[src/sbm_pkg.sv]
// shared constants for the burst order / mode register block
package sbm_pkg;
   // bank codes that select a mode register on a load command
   localparam logic [2:0] BANK_MODE_ZERO = 3'h0;
   localparam logic [2:0] BANK_MODE_ONE = 3'h1;
   localparam logic [2:0] BANK_MODE_TWO = 3'h2;
   // mode_reg_zero field positions
   localparam int MR0_BL_LSB = 0;
   localparam int MR0_CL_LOW = 2;
   localparam int MR0_BT = 3;
   localparam int MR0_CL_LSB = 4;
   localparam int MR0_TEST = 7;
   localparam int MR0_DLL_RST = 8;
   localparam int MR0_WR_LSB = 9;
   localparam int MR0_PPD = 12;
   // mode_reg_one and mode_reg_two field positions
   localparam int MR1_DLL_OFF = 0;
   localparam int MR1_AL_LSB = 3;
   localparam int MR2_RTTWR_LSB = 9;
   // burst length field encodings
   localparam logic [1:0] BL_FIXED_EIGHT = 2'h0;
   localparam logic [1:0] BL_ON_THE_FLY = 2'h1;
   localparam logic [1:0] BL_FIXED_CHOP = 2'h2;
   // on-the-fly chop select address bit
   localparam int ADDR_CHOP_SEL = 12;
   // additive latency encodings
   localparam logic [1:0] AL_CL_MINUS_ONE = 2'h1;
   localparam logic [1:0] AL_CL_MINUS_TWO = 2'h2;
   // latency base values
   localparam logic [3:0] CL_BASE_LOW = 4'h4;
   localparam logic [3:0] CL_BASE_HIGH = 4'hc;
   // depth of the read latency pipe, above the largest total latency
   localparam int RD_PIPE_DEPTH = 32;
   // cycles from write command to internal write for an eight-beat write
   localparam logic [3:0] WR_INT_BASE = 4'h8;
   localparam logic [3:0] WR_CHOP_PULL_IN = 4'h2;
   localparam int WR_PIPE_DEPTH = 16;
   // reset values of the mode registers
   localparam logic [15:0] MODE_REG_RESET = 16'h0000;
endpackage : sbm_pkg

[src/sbm_burst_if.sv]
// link between the command decoder and the burst beat sequencer
`timescale 1ns/1ps
interface sbm_burst_if;
   logic start;
   logic [2:0] col;
   logic chop;
   logic ilv;
   logic [2:0] beat_col;
   logic beat_valid;
   logic drive;
   modport ctl (output start, col, chop, ilv,
                input beat_col, beat_valid, drive);
   modport seq (input start, col, chop, ilv,
                output beat_col, beat_valid, drive);
endinterface : sbm_burst_if

[src/sbm_burst_seq.sv]
// read burst beat sequencer: one beat slot per clock, eight slots per burst
`timescale 1ns/1ps
module sbm_burst_seq
   import sbm_pkg::*;
(
   input wire logic clk_in,
   input wire logic rst_in,
   sbm_burst_if.seq bus
);
   typedef struct packed {
      logic busy;
      logic [2:0] cnt;
      logic [2:0] col;
      logic chop;
      logic ilv;
      logic [2:0] beat_col;
      logic beat_valid;
      logic drive;
   } sbm_seq_state_t;

   sbm_seq_state_t s_q;
   sbm_seq_state_t s_d;

   // column of beat i for a given start column and burst type
   function automatic logic [2:0] beat_order(input logic [2:0] c,
                                             input logic [2:0] i,
                                             input logic il);
      logic [1:0] low;
      low = c[1:0] + i[1:0];
      if (il) begin
         beat_order = c ^ i;
      end else begin
         beat_order = {c[2] ^ i[2], low};
      end
   endfunction : beat_order

   // next state: start a burst or walk the current one
   always_comb begin
      s_d = s_q;
      s_d.beat_valid = 1'b0;
      s_d.drive = 1'b0;
      if (bus.start) begin
         s_d.busy = 1'b1;
         s_d.cnt = 3'h1;
         s_d.col = bus.col;
         s_d.chop = bus.chop;
         s_d.ilv = bus.ilv;
         s_d.beat_col = bus.col;
         s_d.beat_valid = 1'b1;
         s_d.drive = 1'b1;
      end else if (s_q.busy) begin
         s_d.beat_col = beat_order(s_q.col, s_q.cnt, s_q.ilv);
         s_d.beat_valid = 1'b1;
         s_d.drive = ~(s_q.chop & s_q.cnt[2]);
         s_d.cnt = s_q.cnt + 3'h1;
         s_d.busy = (s_q.cnt != 3'h7);
      end
   end

   // state register
   always_ff @(posedge clk_in) begin
      if (rst_in) begin
         s_q <= '0;
      end else begin
         s_q <= s_d;
      end
   end

   assign bus.beat_col = s_q.beat_col;
   assign bus.beat_valid = s_q.beat_valid;
   assign bus.drive = s_q.drive;
endmodule : sbm_burst_seq

[src/sbm_mode_core.sv]
// command decode, mode registers, latency pipes and dll control
// How it works
// chopped read: four beats, then four idle slots
// first beat from column; sequential wrap or xor
// writes ignore low column bits, chop uses bit2
// fixed chop: internal write two clocks earlier
// on-the-fly chop: internal write at eight-beat time
// column latency field sets whole-clock read delay
// total read latency is additive plus column
// controller keeps test bit clear
// dll reset bit clears itself
// controller waits lock time after dll reset
// write recovery plus precharge gives autoprecharge delay
// slow exit freezes dll in power-down
// fast exit keeps dll running in power-down
// bank code one loads mode_reg_one
// controller zeroes reserved mode_reg_one bits
// write leveling limits termination unless outputs off
// write termination limited to three resistor settings
// dll off in self refresh, back on after
// controller enables dll and holds clock enable
// writes need dll only with dynamic termination
// dll-off: controller disables nominal termination
// dll-off: controller disables dynamic termination
// bank code zero loads mode_reg_zero
// burst length field: eight, chop, on-the-fly
// address bit eight requests dll reset
// decoded fields held until next load
`timescale 1ns/1ps
module sbm_mode_core
   import sbm_pkg::*;
(
   input wire logic CORE_CLK_IN,
   input wire logic SYS_RST_IN,
   input wire logic CS_N_IN,
   input wire logic RAS_N_IN,
   input wire logic CAS_N_IN,
   input wire logic WE_N_IN,
   input wire logic [2:0] BA_IN,
   input wire logic [15:0] ADDR_IN,
   input wire logic SELF_REFRESH_IN,
   input wire logic POWERDOWN_IN,
   input wire logic [4:0] PRECHARGE_PERIOD_IN,
   output logic [2:0] RD_BEAT_COL_OUT,
   output logic RD_BEAT_VALID_OUT,
   output logic RD_DRIVE_EN_OUT,
   output logic WR_UPPER_HALF_OUT,
   output logic WR_CHOP_OUT,
   output logic WR_INTERNAL_OUT,
   output logic [4:0] TOTAL_READ_LATENCY_OUT,
   output logic [5:0] AUTOPRECHARGE_WRITE_DELAY_OUT,
   output logic DLL_RESET_OUT,
   output logic DLL_RUN_OUT,
   output logic TEST_MODE_OUT,
   output logic WR_TERM_OK_OUT,
   output logic [15:0] MODE_REG_ZERO_OUT,
   output logic [15:0] MODE_REG_ONE_OUT
);
   // one pending read: valid, chop, interleave, start column
   typedef struct packed {
      logic valid;
      logic chop;
      logic ilv;
      logic [2:0] col;
   } sbm_rd_entry_t;

   typedef struct packed {
      logic [15:0] mode_reg_zero;
      logic [15:0] mode_reg_one;
      logic [1:0] rtt_wr;
      logic dll_reset;
      logic [RD_PIPE_DEPTH-1:0][5:0] rd_pipe;
      logic [WR_PIPE_DEPTH-1:0] wr_pipe;
      logic wr_upper;
      logic wr_chop;
      logic wr_internal;
      logic dll_run;
   } sbm_core_state_t;

   sbm_core_state_t s_q;
   sbm_core_state_t s_d;
   sbm_burst_if burst ();

   logic cmd_sel;
   logic cmd_mrs;
   logic cmd_read;
   logic cmd_write;
   logic [4:0] cl; // up to 12 + 7, one bit wider than the base constants
   logic [4:0] al;
   logic [4:0] rl;
   logic [4:0] wr_cycles;
   logic [1:0] bl_field;
   logic cmd_chop;
   sbm_rd_entry_t head;

   // command decode from the sampled command pins
   assign cmd_sel = ~CS_N_IN & ~RAS_N_IN & ~CAS_N_IN;
   assign cmd_mrs = cmd_sel & ~WE_N_IN;
   assign cmd_read = ~CS_N_IN & RAS_N_IN & ~CAS_N_IN & WE_N_IN;
   assign cmd_write = ~CS_N_IN & RAS_N_IN & ~CAS_N_IN & ~WE_N_IN;

   // latency decode from the held mode registers
   always_comb begin
      if (s_q.mode_reg_zero[MR0_CL_LOW]) begin
         cl = {1'b0, CL_BASE_HIGH} +
            {2'h0, s_q.mode_reg_zero[MR0_CL_LSB +: 3]};
      end else begin
         cl = {1'b0, CL_BASE_LOW} +
            {2'h0, s_q.mode_reg_zero[MR0_CL_LSB +: 3]};
      end
      if (s_q.mode_reg_one[MR1_AL_LSB +: 2] == AL_CL_MINUS_ONE) begin
         al = cl - 5'h01;
      end else if (s_q.mode_reg_one[MR1_AL_LSB +: 2] == AL_CL_MINUS_TWO) begin
         al = cl - 5'h02;
      end else begin
         al = 5'h00;
      end
      // sum wraps above 31: largest latency with largest additive is unusable
      rl = al + cl;
   end

   // write recovery field to clocks
   always_comb begin
      case (s_q.mode_reg_zero[MR0_WR_LSB +: 3])
         3'h0: wr_cycles = 5'h10;
         3'h1: wr_cycles = 5'h05;
         3'h2: wr_cycles = 5'h06;
         3'h3: wr_cycles = 5'h07;
         3'h4: wr_cycles = 5'h08;
         3'h5: wr_cycles = 5'h0a;
         3'h6: wr_cycles = 5'h0c;
         default: wr_cycles = 5'h0e;
      endcase
   end

   // chop choice for the command now on the pins
   assign bl_field = s_q.mode_reg_zero[MR0_BL_LSB +: 2];
   assign cmd_chop = (bl_field == BL_FIXED_CHOP) |
      ((bl_field == BL_ON_THE_FLY) & ~ADDR_IN[ADDR_CHOP_SEL]);
   assign head = sbm_rd_entry_t'(s_q.rd_pipe[0]);

   // next state of the whole core
   always_comb begin
      s_d = s_q;
      s_d.dll_reset = 1'b0;
      s_d.mode_reg_zero[MR0_DLL_RST] = 1'b0;
      s_d.wr_internal = s_q.wr_pipe[0];
      s_d.rd_pipe = s_q.rd_pipe >> 6;
      s_d.wr_pipe = s_q.wr_pipe >> 1;
      if (cmd_mrs) begin
         if (BA_IN == BANK_MODE_ZERO) begin
            s_d.mode_reg_zero = ADDR_IN;
            s_d.dll_reset = ADDR_IN[MR0_DLL_RST];
         end else if (BA_IN == BANK_MODE_ONE) begin
            s_d.mode_reg_one = ADDR_IN;
         end else if (BA_IN == BANK_MODE_TWO) begin
            s_d.rtt_wr = ADDR_IN[MR2_RTTWR_LSB +: 2];
         end
      end else if (cmd_read && rl != 5'h00) begin
         s_d.rd_pipe[rl - 5'h01] = {1'b1, cmd_chop,
            s_q.mode_reg_zero[MR0_BT], ADDR_IN[2:0]};
      end else if (cmd_write) begin
         s_d.wr_chop = cmd_chop;
         s_d.wr_upper = cmd_chop & ADDR_IN[2];
         if (bl_field == BL_FIXED_CHOP) begin
            s_d.wr_pipe[WR_INT_BASE - WR_CHOP_PULL_IN - 4'h1] = 1'b1;
         end else begin
            s_d.wr_pipe[WR_INT_BASE - 4'h1] = 1'b1;
         end
      end
      // dll runs when enabled, except in self refresh or slow-exit sleep
      s_d.dll_run = ~s_q.mode_reg_one[MR1_DLL_OFF] & ~SELF_REFRESH_IN &
         ~(POWERDOWN_IN & ~s_q.mode_reg_zero[MR0_PPD]);
   end

   // state register
   always_ff @(posedge CORE_CLK_IN) begin
      if (SYS_RST_IN) begin
         s_q <= '0;
         s_q.mode_reg_zero <= MODE_REG_RESET;
         s_q.mode_reg_one <= MODE_REG_RESET;
      end else begin
         s_q <= s_d;
      end
   end

   // hand the head of the read pipe to the beat sequencer
   assign burst.start = head.valid;
   assign burst.col = head.col;
   assign burst.chop = head.chop;
   assign burst.ilv = head.ilv;

   sbm_burst_seq u_seq (
      .clk_in (CORE_CLK_IN),
      .rst_in (SYS_RST_IN),
      .bus (burst.seq)
   );

   // outputs
   assign RD_BEAT_COL_OUT = burst.beat_col;
   assign RD_BEAT_VALID_OUT = burst.beat_valid;
   assign RD_DRIVE_EN_OUT = burst.drive;
   assign WR_UPPER_HALF_OUT = s_q.wr_upper;
   assign WR_CHOP_OUT = s_q.wr_chop;
   assign WR_INTERNAL_OUT = s_q.wr_internal;
   assign TOTAL_READ_LATENCY_OUT = rl;
   assign AUTOPRECHARGE_WRITE_DELAY_OUT =
      {1'b0, wr_cycles} + {1'b0, PRECHARGE_PERIOD_IN};
   assign DLL_RESET_OUT = s_q.dll_reset;
   assign DLL_RUN_OUT = s_q.dll_run;
   assign TEST_MODE_OUT = s_q.mode_reg_zero[MR0_TEST];
   assign WR_TERM_OK_OUT = (s_q.rtt_wr == 2'h0) | s_q.dll_run;
   assign MODE_REG_ZERO_OUT = s_q.mode_reg_zero;
   assign MODE_REG_ONE_OUT = s_q.mode_reg_one;
endmodule : sbm_mode_core

[config.mk]
export PLATFORM = sky130hd
export DESIGN_NAME = sbm_mode_core
export DESIGN_NICKNAME = d
export VERILOG_FILES = /design/src/sbm_pkg.sv /design/src/sbm_burst_if.sv /design/src/sbm_burst_seq.sv /design/src/sbm_mode_core.sv
export SDC_FILE = /design/constraint.sdc
export NUM_CORES = 1
export LEC_CHECK = 0
export ABC_AREA = 1
export BUFFER_PORTS_ARGS = -buffer_cell sky130_fd_sc_hd__buf_4
export CAP_MARGIN = 20
export CORE_MARGIN = 5
export CORE_UTILIZATION = 25
export CTS_CLUSTER_SIZE = 8
export DETAILED_ROUTE_END_ITERATION = 8
export REMOVE_ABC_BUFFERS = 1
export SLEW_MARGIN = 20
export SYNTH_ARGS = -nofsm -noshare
export SYNTH_HDL_FRONTEND = slang
export SYNTH_SLANG_ARGS = --single-unit
[constraint.sdc]
create_clock -name CORE_CLK_IN -period 3.55 [get_ports CORE_CLK_IN]
set_input_delay 0 -clock CORE_CLK_IN [delete_from_list [all_inputs] [get_ports CORE_CLK_IN]]
set_output_delay 0 -clock CORE_CLK_IN [all_outputs]
set_load 0.02 [all_outputs]
Word level (Yosys, flattened, before mapping)
Cells that the tools add are included.
{ "totals": {"register_bits": 260, "in_bits": 32, "output_inout_bits": 55} }
{ "op_classes": {"add_sub_neg": 9, "order_cmp": 2, "n_eq_ne": 13, "n_mux": 22, "bitwise": 31, "reduce_logical": 14} }
{ "ops": {"columns": ["operator", "n"], "rows": [
  ["$mux W186", 2],
  ["$bwmux W192", 1],
  ["$pmux W5 S7", 1],
  ["$demux W6 S5", 1],
  ["$mux W5", 5],
  ["$not A1 Y1", 14],
  ["$and A1 B1 Y1", 13],
  ["$sub A5 B1 Y5 const B", 2],
  ["$eq A3 B2 Y1 const B", 3],
  ["$eq A3 B3 Y1 const B", 3],
  ["$mux W1", 8],
  ["$mux W4", 2],
  ["$add A5 B5 Y6", 1],
  ["$eq A3 B1 Y1 const B", 2],
  ["$logic_not A3 Y1", 2],
  ["$lt A5 B6 Y1 const B", 1],
  ["$mux W6", 1],
  ["$reduce_and A3 Y1", 2],
  ["$reduce_or A3 Y1", 2],
  ["$add A4 B3 Y5 const A", 1],
  ["$add A5 B5 Y5", 1],
  ["$ge A5 B1 Y1 const B", 1],
  ["$reduce_bool A5 Y1", 1],
  ["$sub A5 B2 Y5 const B", 1],
  ["16 further kinds", 20]
]} }

Logic depth before layout (Yosys ltp)
Gate-level depths: netlist of the first run.
{ "logic_depth": {"ltp_word": 14, "mapped_depth": 20, "mapped_depth_nobuf": 19} }

Cells and area by module
A second synthesis of the first run with hierarchy kept.
{ "hier_totals": {"cells_unflattened": 1300, "hier_area_um2": 10054.6} }
{ "by_module_without_submodules": {"columns": ["module", "n_inst", "cells_each", "area_each_um2"], "rows": [
  ["sbm_mode_core", 1, 1227, 9474.1],
  ["sbm_burst_seq", 1, 73, 580.6]
]} }

Least setup slack after synthesis of the first run
OpenSTA, ideal clock, no wires.
{ "synth_timing": {"path_kind": "flip-flop to flip-flop", "from": "reg s_q (netlist bit MODE_REG_ZERO_OUT[5])", "to": "reg s_q[120] (netlist bit)", "setup_time_ns": 0.113, "arrival_ns": 2.835, "slack_ns": 0.602, "stages_incl_launch_ff": 18, "path_cell_list": "dfxtp_1 inv_1 ha_1 o22ai_1 inv_1 fa_1 or2_1 nand2_2 nor2_4 inv_2 nand2_2 inv_2 nand3_4 nor2_2 buf_4 nand2_1 nand2_1 nor2_1"} }
{ "synth_between": {"elab_chain_len": 14, "word_cells_on_any_way": 19, "cone_classes": "add/sub: 6; order compare: 2; mux: 8; reduce/logical: 3"} }
{ "synth_lines": {"columns": ["item", "line", "rtl"], "rows": [
  ["start, declared", "sbm_mode_core.sv:80", "sbm_core_state_t s_q;"],
  ["$add A4 B3 Y5 or $add A3 B3 Y4 (tied branches)", "sbm_mode_core.sv:105, sbm_mode_core.sv:108", null],
  ["$mux W5 (*)", "sbm_mode_core.sv:104", "if (s_q.mode_reg_zero[MR0_CL_LOW]) begin"],
  ["$sub A5 B2 Y5", "sbm_mode_core.sv:114", "al = cl - 5'h02;"],
  ["$mux W5", "sbm_mode_core.sv:113", "end else if (s_q.mode_reg_one[MR1_AL_LSB +: 2] == AL_CL_MINUS_TWO) begin"],
  ["$mux W5", "sbm_mode_core.sv:111", "if (s_q.mode_reg_one[MR1_AL_LSB +: 2] == AL_CL_MINUS_ONE) begin"],
  ["$add A5 B5 Y5 (*)", "sbm_mode_core.sv:119", "rl = al + cl;"],
  ["named net TOTAL_READ_LATENCY_OUT[2]", "sbm_mode_core.sv:50", "output logic [4:0] TOTAL_READ_LATENCY_OUT,"],
  ["$sub A5 B1 Y5", "sbm_mode_core.sv:160", "s_d.rd_pipe[rl - 5'h01] = {1'b1, cmd_chop,"],
  ["$lt A5 B6 Y1 (not written as such) or $ge A5 B1 Y1 (tied branches)", "sbm_mode_core.sv:160", null],
  ["$logic_and A1 B1 Y1 (not written as such)", "sbm_mode_core.sv:160", null],
  ["$mux W6 (not written as such)", "sbm_mode_core.sv:160", null],
  ["$demux W6 S5", "sbm_mode_core.sv:160", null],
  ["$bwmux W192", "sbm_mode_core.sv:160", null],
  ["$mux W186 (*)", "sbm_mode_core.sv:159", "end else if (cmd_read && rl != 5'h00) begin"],
  ["$mux W186 (*)", "sbm_mode_core.sv:150", "if (cmd_mrs) begin"]
]} }
Mark *: on every way through the listed nets, which the timed path passes. The rest lies on a longest branch.
A chain may end at the register's enable or synchronous reset.

Worst setup path in the final report of the first run
{ "layout_timing": {"from": "reg s_q (netlist bit MODE_REG_ZERO_OUT[4])", "to": "reg s_q[68] (netlist bit)"} }
{ "layout_between": {"elab_chain_len": 14, "word_cells_on_any_way": 19, "cone_classes": "add/sub: 6; order compare: 2; mux: 8; reduce/logical: 3"} }
{ "layout_lines": {"columns": ["item", "line"], "rows": [
  ["$add A4 B3 Y5 or $add A3 B3 Y4 (tied branches)", "sbm_mode_core.sv:105, sbm_mode_core.sv:108"],
  ["$mux W5 (*)", "sbm_mode_core.sv:104"],
  ["$sub A5 B2 Y5", "sbm_mode_core.sv:114"],
  ["$mux W5", "sbm_mode_core.sv:113"],
  ["$mux W5", "sbm_mode_core.sv:111"],
  ["$add A5 B5 Y5 (*)", "sbm_mode_core.sv:119"],
  ["$sub A5 B1 Y5", "sbm_mode_core.sv:160"],
  ["$lt A5 B6 Y1 (not written as such) or $ge A5 B1 Y1 (tied branches)", "sbm_mode_core.sv:160"],
  ["$logic_and A1 B1 Y1 (not written as such)", "sbm_mode_core.sv:160"],
  ["$mux W6 (not written as such)", "sbm_mode_core.sv:160"],
  ["$demux W6 S5", "sbm_mode_core.sv:160"],
  ["$bwmux W192", "sbm_mode_core.sv:160"],
  ["$mux W186 (*)", "sbm_mode_core.sv:159"],
  ["$mux W186 (*)", "sbm_mode_core.sv:150"]
]} }
Mark *: on every way between the ends. The rest lies on a longest branch, timed or not.

==> results.py, run 1 <==
metrics = {
    "run_status": {
        "status": "completed",
    },
    "clock_tree": {
        "cts_buffers": 37,
        "path_clk_slew_ns": 0.05,
        "clock-sinks": 252,
        "root_buffer": "clkbuf_16",
        "cts_tree": "yes",
        "cts_htree_levels": 2,
        "clkLatencyLatePin_ns": 0.51,
        "clockBufferDepth": 3,
    },
    "power": {
        "switching_share": 0.2157,
        "netSwitchingPower_uw": 1340,
        "share_seq_of_total_power": 0.461,
        "p_leak_uw": 0.005193,
        "power_frac_comb": 0.042,
        "p_clk_frac": 0.497,
        "power_density_nw_per_um2": 492.8,
        "internal-power_uw": 4873,
        "ir_drop_v": 0.0002558,
    },
    "critical_path": {
        "cp.required_ns": 3.99,
        "r2r_slack_ns": 0.26,
        "crit_path_max_incr_delay_ns": 0.59,
        "critPathMaxFanout": 11,
        "startpoint": "MODE_REG_ZERO_OUT[4]",
        "critPathMostFrequentCell": "nand2_1",
        "cp.arrival_ns": 3.74,
        "crit_slowest_cell": "fa_2",
        "worstPathCellList": "inv_1 -> ha_1 -> o22ai_1 -> inv_1 -> fa_2 -> nand2_1 -> nor2_4 -> nand3_4 -> inv_2 -> nand3_4 -> nand3b_4 -> buf_12 -> nor2_1 -> buf_4 -> nand2_1 -> nand2_1 -> nor2_1",
        "criticalPathCategory": "reg -> reg",
        "reg2reg_depth": 17,
        "setup.worst_path.end_class": "register",
        "startpoint_type": "register",
        "r2r-start": "MODE_REG_ZERO_OUT[4]",
        "cp-endpoint": "s_q[68]",
        "r2r-end": "s_q[68]",
    },
    "die": {
        "rows": 73,
        "start_util": 0.2541,
        "ios": 87,
        "fp.dieW_um": 211.4,
        "core_um2": 39910,
        "dieArea_um2": 44700,
        "die_h_um": 211.4,
    },
    "synth": {
        "synth_top_family_by_area": "simple AND/OR/NAND/NOR gates",
        "synthFlopType": "dfxtp_1",
        "yosysSeqAreaShare": 0.4973,
        "synth_adder_area_share": 0.02492,
        "ys_top_cells_by_area": "dfxtp_1, nor2_1, o21ai_0, nand2_1, nor3_1",
        "yosys.area_share.simple": 0.2979,
        "synth.most_common_cell": "nor2_1",
        "synthMuxAreaShare": 0,
        "synth_xor_area_frac": 0.004317,
        "yosysWarnings": 0,
        "ys_types": 40,
        "synth-edff-count": 0,
        "synth_area_leader_cell": "dfxtp_1",
        "syn_area_per_cell_um2": 7.702,
        "async_reset_ff_frac": 0,
        "ys_top_cells_by_count": "nor2_1, dfxtp_1, nand2_1",
        "syn_inst": 1317,
        "yosys.area.top_type_share": 0.4973,
        "synthesis.area_um2": 10140,
        "synth_compound_area_frac": 0.09399,
        "ys_ff_latch": 252,
    },
    "cells_and_area": {
        "nets": 1459,
        "areaGrowthSynthToFinish_pct": 24.30,
        "drive_gt1_frac": 0.1637,
        "finalNonFillerCells": 1936,
        "final.fill_count": 4177,
        "final_area_um2": 12610,
        "multiInputGateArea_um2": 4394,
        "seq_area_um2": 5045,
        "utilization": 0.3159,
        "diodes": 0,
    },
    "worst_hold_path": {
        "hold_class": "in -> reg",
    },
    "detailed_routing": {
        "wl_mm": 25.90,
        "vias_per_cell": 4.404,
        "drtIter0Drc": 466,
        "drtPass1Iterations": 5,
        "drc": 0,
        "num_vias": 8527,
        "final_antenna_net_count": 0,
        "wl_per_cell_um": 13.38,
    },
    "placed_design": {
        "placedCellCount": 1849,
        "dpl.hpwl_mm": 16.09,
        "placed_area_um2": 11090,
        "gp_congestion": 0.8277,
        "portBuffers": 86,
    },
    "sta": {
        "tightest_slew_ns": 1.012,
        "hold_viol": 0,
        "maxSlewHeadroom": 0.3229,
        "min_period_over_period": 0.9279,
        "fmax_mhz": 303.6,
        "fin_hold_ws_ns": 0.2693,
        "skew_ns": 0.01692,
        "fin_tns_setup_ns": 0,
        "setup_viol": 0,
        "drv_slew": 0,
        "period_needed_ns": 3.294,
    },
    "flow_run": {
        "cap_violations": 0,
    },
    "grt": {
        "grt.total_usage": 0.1121,
        "grt_first_pass_wirelength_mm": 41.49,
        "antenna_found_initial": 0,
        "grt_pass1_vias": 8003,
        "grt_overflow": 0,
        "grt_max_degree": 87,
    },
}
[cell type report]
class | count | share of cell area
sequential | 252 | 0.4001
multi-input combinational | 901 | 0.3485
timing repair buffer | 149 | 0.1003
clock buffer | 40 | 0.07770
tap | 525 | 0.05210
inverter | 67 | 0.02014
clock inverter | 2 | 0.001092
[critical path: cells and delay by family (launching register included)]
family	cells	cell delay, ns
AOI/OAI and AO/OA	1	0.23
and+or+nand+nor	9	1.01
adders and majority gates	2	0.89
DFF	1	0.43
buffers and inverters	5	0.65
[worst min path at each step]
stage / from / to / cells past startpoint
after floorplan: SYS_RST_IN / WR_CHOP_OUT / 1
after global placement: SELF_REFRESH_IN / DLL_RUN_OUT / 2
after detailed placement: SELF_REFRESH_IN / DLL_RUN_OUT / 2
after CTS: POWERDOWN_IN / DLL_RUN_OUT / 3
after global routing: ADDR_IN[15] / MODE_REG_ONE_OUT[15] / 4
final: POWERDOWN_IN / DLL_RUN_OUT / 3
[registers in the layout (all words and copies together), names as in the netlist]
signal / flops
WR_INTERNAL_OUT: 1
u_seq.s_q: 9
u_seq.bus.beat_col: 3
WR_CHOP_OUT: 1
s_q: 189
DLL_RUN_OUT: 1
MODE_REG_ONE_OUT: 16
DLL_RESET_OUT: 1
WR_UPPER_HALF_OUT: 1
u_seq.bus.beat_valid: 1
u_seq.bus.drive: 1
s_d: 7
head: 6
MODE_REG_ZERO_OUT: 15
[kinds of logic (layout without fill, tap and decap cells)]
family | after synthesis | after routing
XOR/XNOR | 5 | 5
AO/OA/AOI/OAI | 185 | 185
adder cells (fa/ha/maj) | 19 | 19
buffers and inverters | 171 | 258
other | 1 | 6
flip-flops | 252 | 252
AND/OR/NAND/NOR | 684 | 686
[power groups by stage]
| stage | Clock (uW) | Combinational, uW | Sequential (uW) |
|---|---|---|---|
| final | 3090 | 262 | 2870 |
| after global routing | 3270 | 287 | 2860 |
| after CTS | 3150 | 256 | 2860 |
| after detailed placement | 0 | 232 | 2920 |
| after global placement | 0 | 229 | 2920 |
| after floorplan | 0 | 118 | 2920 |
[per-layer routing]
metal	routed length, um	vias up	part of all wire	GRT usage
met3	1232	30	0.048	0.02371
met4	317	0	0.012	0.02777
met5	0	-	0	0
met1	12310	3964	0.48	0.1508
li1	-	4357	-	-
met2	12040	176	0.46	0.1847
[through the flow]
stage	setup slack [ns]	power, uW
2_1_floorplan	0.1298	3040
3_3_place_gp	0.2049	3149
3_5_place_dp	0.1023	3152
4_1_cts	0.05854	6275
5_1_grt	-0.01719	6418
6_report	0.2560	6213
[repair_timing]
item	in CTS	in global routing
setup endpoints to repair	0	148
hold buffers	27	0
resized for setup	0	19
setup buffers	0	16
hold endpoints to repair	91	0
[placed cells by master, fill, tap and decap left out, types with 2 or more instances in the layout]
master and n:
ha_1 17, nand2_1 155, buf_12 6, nor2_2 15, inv_2 11, o22ai_1 2, nor2_1 354, nand2_2 5
dlygate4sd3_1 27, clkinv_1 2, inv_1 53, nand3_4 7, nor2_4 18, conb_1 6, o21ai_1 15, nand3_1 46
nand4_1 2, xor2_1 4, o21bai_1 2, buf_4 115, a31oi_1 4, clkbuf_16 39, a211oi_1 2, a21oi_1 37
nand3b_1 4, nand2_4 4, o21ai_0 120, nor3_1 70, dfxtp_1 252
(Power assumes the default switching activity.)
==> run 2, diff against run 1 <==
- BUFFER_PORTS_ARGS: -buffer_cell sky130_fd_sc_hd__buf_4 -> unset
- CORE_UTILIZATION: 25 -> 63
- CTS_BUF_LIST: unset -> sky130_fd_sc_hd__clkbuf_16
- DONT_BUFFER_PORTS: unset -> 1
- PLACE_DENSITY: unset -> 0.79
==> run 2 against run 1 <==
  * Clock power down 2%
  * Sequential share of layout area up 3.9 points
  * Sequential power about the same
  * Register-to-register slack worse by 0.08 ns
  * Cell count down 21%
  * Maximum frequency down 2.2%
  * Die area down 58%
  * First-iteration DRC count up 84%
  * Via count up 0.18%
  * Wire length down 1.9%
  * Critical path depth down 1
  * Critical endpoint is now s_q[176]
  * Combinational power down 18%
==> results.py, run 2 (synthesis gave the netlist of run 1 again) <==
metrics = {
    "die": {
        "ios": 87,
        "fp.dieW_um": 136.9,
        "core_um2": 15830,
        "rows": 46,
        "start_util": 0.6409,
        "dieArea_um2": 18740,
        "die_h_um": 136.9,
    },
    "placed_design": {
        "portBuffers": 0,
        "dpl.hpwl_mm": 13.69,
        "gp_congestion": 0.8646,
        "dpl_worst_slack_ns": 0.2097,
    },
    "cells_and_area": {
        "diodes": 0,
        "final_common_cell": "nor2_1",
        "areaGrowthSynthToFinish_pct": 13.38,
        "nets": 1369,
        "drive_gt1_frac": 0.09932,
        "final.fill_count": 1158,
        "largest_register_ffs": 189,
        "regMostFlops": "s_q",
        "utilization": 0.7266,
        "final_cell_mix": "nor2_1, dfxtp_1, nand2_1, o21ai_0, nor3_1",
    },
    "clock_tree": {
        "clock-sinks": 252,
        "clockBufferDepth": 3,
        "path_clk_slew_ns": 0.05,
        "clkLatencyLatePin_ns": 0.50,
        "cts_htree_levels": 2,
        "root_buffer": "clkbuf_16",
        "cts_buffers": 37,
        "cts_tree": "yes",
    },
    "detailed_routing": {
        "wl_per_cell_um": 16.54,
        "drtPass1Iterations": 7,
        "drtIter0Drc": 858,
        "drc": 0,
        "final_antenna_net_count": 0,
        "vias_per_cell": 5.565,
        "num_vias": 8542,
        "wl_mm": 25.40,
    },
    "critical_path": {
        "crit_slowest_cell": "dfxtp_1",
        "worstPathCellList": "ha_1 -> nand2_1 -> a21oi_1 -> o32ai_1 -> ha_1 -> nand2_1 -> nand2_1 -> a21oi_1 -> nand3_2 -> nand2_8 -> nand4_2 -> buf_4 -> nor2_2 -> inv_1 -> nor2_1 -> nor2_1",
        "setup.worst_path.end_class": "register",
        "startpoint": "MODE_REG_ZERO_OUT[6]",
        "cp.required_ns": 3.94,
        "criticalPathCategory": "reg -> reg",
        "crit_path_max_incr_delay_ns": 0.46,
        "cpLargestDelayFamily": "simple AND/OR/NAND/NOR gates",
        "critPathBufInv": 2,
        "r2r-start": "MODE_REG_ZERO_OUT[6]",
        "critPathMaxFanout": 14,
        "startpoint_type": "register",
        "cp.arrival_ns": 3.76,
        "critPathMostFrequentCell": "nand2_1",
    },
    "sta": {
        "period_needed_ns": 3.369,
        "drv_slew": 0,
        "fin_tns_setup_ns": 0,
        "worst_slack_ns": 0.1806,
        "tightest_slew_ns": 1.040,
        "skew_ns": 0.01496,
        "min_period_over_period": 0.9491,
        "maxSlewHeadroom": 0.3047,
        "fmax_mhz": 296.8,
        "setup_viol": 0,
        "hold_viol": 0,
    },
    "grt": {
        "grt_overflow": 0,
        "grt.total_usage": 0.2733,
        "grt_pass1_vias": 8192,
        "antenna_found_initial": 0,
        "grt_first_pass_wirelength_mm": 40.80,
        "grt_max_degree": 123,
    },
    "flow_run": {
        "cap_violations": 0,
    },
    "worst_hold_path": {
        "hold_class": "in -> reg",
        "min-delay-start": "CAS_N_IN",
    },
    "run_status": {
        "status": "completed",
    },
    "power": {
        "power_uw": 6124,
        "p_leak_uw": 0.004735,
        "ir_drop_v": 0.0004362,
        "power_density_nw_per_um2": 532.5,
    },
}
## run 2: cell types whose count changed in the layout (fill, tap and decap cells not counted), sizes merged
| cell | change |
|---|---|
| clkinv | -1 |
| buf | -94 |
| dlygate4sd3 | +6 |
| inv | +1 |
| nor2 | -2 |
| bufinv | +1 |
| clkbuf | -3 |
## run 2: final timing paths
check | to | slack [ns] | cells after the start
max reg2reg | s_q[176] | 0.18 | 16
min reg2reg | s_q[10] | 0.40 | 2
min | s_q[214] | 0.07 | 6
max | s_q[176] | 0.18 | 16
## run 2: final cells by class
type | count | area (um2) | share of cell area
Clock inverter | 3 | 47.55 | 0.004134
Sequential cell | 252 | 5046 | 0.4388
Timing Repair Buffer | 61 | 623.1 | 0.05418
Tap cell | 216 | 270.3 | 0.02350
Multi-Input combinational cell | 899 | 4334 | 0.3769
Inverter | 67 | 254.0 | 0.02208
Clock buffer | 37 | 925.9 | 0.08050
## run 2: tightest hold or removal path: cells and delay by family
kind / cells / cell delay [ns]
simple gates: 3 / 0.33
buf+inv: 2 / 0.12
compound gates: 1 / 0.08
## run 2: metal layers
layer	GRT usage	share of wire	wire, um
met1	0.3279	0.40	10210
met2	0.4658	0.50	12710
met3	0.06287	0.064	1634
met4	0.1264	0.033	840
met5	0	0	0
## run 2: what timing repair did
action,CTS,global route
endpoints found under the setup margin,0,105
resized for setup,0,8
endpoints found under the hold margin,142,34
setup buffers,0,7
hold buffers,33,1
## run 2: report_power, final
part	switching [uW]	total [uW]	internal, uW
logic	151	216	65.5
clock network	1140	3040	1900
registers	11.4	2870	2860
total	1300	6120	4820
## run 2: metrics by stage
step / hold slack [ns] / instances / area (um2)
6_report: 0.06546 / 1535 / 11500
3_5_place_dp: 0.08526 / 1453 / 10050
4_1_cts: 0.0009009 / 1526 / 11370
3_3_place_gp: 0.08438 / 1453 / 10050
2_1_floorplan: 0.06907 / 1218 / 9590
5_1_grt: 0.08598 / 1535 / 11500
==> run 3, diff against run 2 <==
- CELL_PAD_IN_SITES_DETAIL_PLACEMENT: unset -> 0
- CELL_PAD_IN_SITES_GLOBAL_PLACEMENT: unset -> 1
- CORE_MARGIN: 5 -> 1.5
- CORE_UTILIZATION: 63 -> 25
- PLACE_DENSITY: 0.79 -> unset
- PLACE_DENSITY_LB_ADDON: unset -> 0.1
==> run 3 against run 2 <==
  * Register-to-register slack better by 0.03 ns
  * Clock-buffer cell count is 2 higher
  * Clock skew fell by 0.0016 ns
  * Non-clock buffer count up 9
  * Maximum frequency up 0.97%
  * Die area increased by 120%
  * Cell area grew 4.1%
  * Setup slack better by 0.033 ns
  * Wire length up 17%
  * Via count shrank 5.8%
==> results.py, run 3 (synthesis gave the netlist of run 1 again) <==
metrics = {
    "run_status": {
        "status": "completed",
    },
    "cells_and_area": {
        "multiInputGateArea_um2": 4329,
        "utilization": 0.3000,
        "areaGrowthSynthToFinish_pct": 18.03,
        "final_area_um2": 11970,
        "diodes": 0,
        "drive_gt1_frac": 0.09760,
        "final_cell_mix": "nor2_1, dfxtp_1, nand2_1, o21ai_0, nor3_1",
        "seq_area_um2": 5046,
        "final.fill_count": 4267,
        "regMostFlops": "s_q",
        "nets": 1378,
        "final_common_cell": "nor2_1",
        "largest_register_ffs": 189,
    },
    "critical_path": {
        "crit_path_max_incr_delay_ns": 0.61,
        "startpoint": "MODE_REG_ZERO_OUT[5]",
        "criticalPathCategory": "reg -> reg",
        "critPathMaxFanout": 17,
        "startpoint_type": "register",
        "reg2reg_depth": 15,
        "r2r_slack_ns": 0.21,
        "cp.arrival_ns": 3.74,
        "setup.worst_path.end_class": "register",
        "critPathBufInv": 4,
        "r2r-start": "MODE_REG_ZERO_OUT[5]",
        "r2r-end": "s_q[60]",
        "cp.required_ns": 3.95,
        "worstPathCellList": "inv_1 -> ha_1 -> o22ai_1 -> inv_1 -> fa_1 -> nand2_1 -> nor2_4 -> nand3_4 -> inv_2 -> nand3_4 -> nand3_4 -> buf_4 -> nor2_4 -> o21ai_0 -> nor2_1",
        "cpLargestDelayFamily": "simple AND/OR/NAND/NOR gates",
        "crit_slowest_cell": "fa_1",
        "critPathMostFrequentCell": "nand3_4",
        "cp.depth": 15,
        "cp-endpoint": "s_q[60]",
    },
    "power": {
        "power_frac_comb": 0.036,
        "switching_share": 0.2221,
        "p_leak_uw": 0.004811,
        "internal-power_uw": 4846,
        "power_uw": 6229,
        "share_seq_of_total_power": 0.460,
        "netSwitchingPower_uw": 1383,
        "ir_drop_v": 0.0002554,
        "power_density_nw_per_um2": 520.3,
        "p_clk_frac": 0.503,
    },
    "clock_tree": {
        "cts_buffers": 37,
        "clock-sinks": 252,
        "clockBufferDepth": 3,
        "root_buffer": "clkbuf_16",
        "clkLatencyLatePin_ns": 0.52,
        "cts_htree_levels": 2,
        "path_clk_slew_ns": 0.05,
        "post_cts_buffers": 0,
        "cts_tree": "yes",
    },
    "grt": {
        "grt_overflow": 0,
        "grt_first_pass_wirelength_mm": 47.73,
        "antenna_found_initial": 0,
        "grt_pass1_vias": 8317,
        "grt_max_degree": 65,
        "grt.total_usage": 0.1461,
    },
    "worst_hold_path": {
        "hold_depth": 3,
        "hold_class": "in -> reg",
    },
    "sta": {
        "rsz0062_at_grt": "true",
        "setup_viol": 0,
        "fin_tns_setup_ns": 0,
        "period_needed_ns": 3.337,
        "min_period_over_period": 0.9400,
        "drv_slew": 0,
        "maxSlewHeadroom": 0.2968,
        "skew_ns": 0.01335,
        "hold_viol": 0,
        "fmax_mhz": 299.7,
        "tightest_slew_ns": 1.051,
    },
    "detailed_routing": {
        "drtPass1Iterations": 4,
        "drtIter0Drc": 264,
        "num_vias": 8048,
        "wl_per_cell_um": 15.97,
        "drc": 0,
        "vias_per_cell": 4.334,
        "wl_mm": 29.65,
        "final_antenna_net_count": 0,
    },
    "placed_design": {
        "placed_area_um2": 10480,
        "portBuffers": 0,
        "gp_congestion": 0.7532,
        "dpl.hpwl_mm": 18.03,
    },
    "die": {
        "die_h_um": 204.4,
        "start_util": 0.2541,
        "dieArea_um2": 41790,
        "fp.dieW_um": 204.4,
        "core_um2": 39910,
        "rows": 73,
        "ios": 87,
    },
    "flow_run": {
        "cap_violations": 0,
    },
}
## run 3: cell count changes in the layout (fill, tap and decap cells not counted), sizes merged
| cell | previous run | this run |
|---|---|---|
| inv | 67 | 70 |
| buf | 28 | 29 |
| dlygate4sd3 | 33 | 41 |
| bufinv | 1 | 0 |
| clkbuf | 37 | 39 |
## run 3: area by class of cell
cell class | instances | area share
clock buffer | 39 | 0.08151
clock inverter | 5 | 0.001986
timing repair buffer | 70 | 0.05737
tap | 525 | 0.05486
sequential | 252 | 0.4215
inverter | 67 | 0.02121
multi-input combinational | 899 | 0.3616
## run 3: timing repair
action                                 4_1_cts  5_1_grt
endpoints found under the hold margin      167        0
setup endpoints to repair                    0      109
hold buffers                                44        0
resized for setup                            0        7
## run 3: worst min path at each step
stage / startpoint / end
floorplan: SYS_RST_IN / WR_CHOP_OUT
global placement: SYS_RST_IN / u_seq.s_q[9]
detailed placement: SYS_RST_IN / u_seq.bus.beat_col[2]
CTS: CAS_N_IN / s_q[213]
global route: ADDR_IN[1] / s_q[177]
finish: ADDR_IN[1] / s_q[75]
## run 3: stage by stage
stage	worst slack, ns	hold WS (ns)	std cells
2_1_floorplan	0.1298	0.06907	1218
3_3_place_gp	0.1443	0.08305	1769
3_5_place_dp	0.09959	0.08743	1769
4_1_cts	0.09147	0.006229	1857
5_1_grt	-0.05700	0.02893	1857
6_report	0.2132	0.02888	1857
## run 3: metal layers
metal | GRT usage | wire length [um] | vias to the layer above
li1 | - | - | 4196
met1 | 0.1893 | 14200 | 3697
met2 | 0.2415 | 13620 | 113
met3 | 0.03109 | 1227 | 42
met4 | 0.04517 | 601 | 0
met5 | 0 | 0 | -
## run 3: power groups by stage
| stage | Clock [uW] | Combinational [uW] | Sequential, uW |
|---|---|---|---|
| detailed placement | 0 | 166 | 2920 |
| floorplan | 0 | 118 | 2920 |
| global placement | 0 | 166 | 2920 |
| CTS | 3270 | 231 | 2870 |
| finish | 3140 | 225 | 2870 |
| global route | 3380 | 251 | 2860 |
## run 3: worst reg2reg max path: stages, from the launching register on
cell and delay [ns]:
dfxtp_1 0.32, inv_1 0.09, ha_1 0.28, o22ai_1 0.22
inv_1 0.09, fa_1 0.61, nand2_1 0.15, nor2_4 0.17
nand3_4 0.11, inv_2 0.11, nand3_4 0.14, nand3_4 0.26
buf_4 0.34, nor2_4 0.08, o21ai_0 0.21, nor2_1 0.06
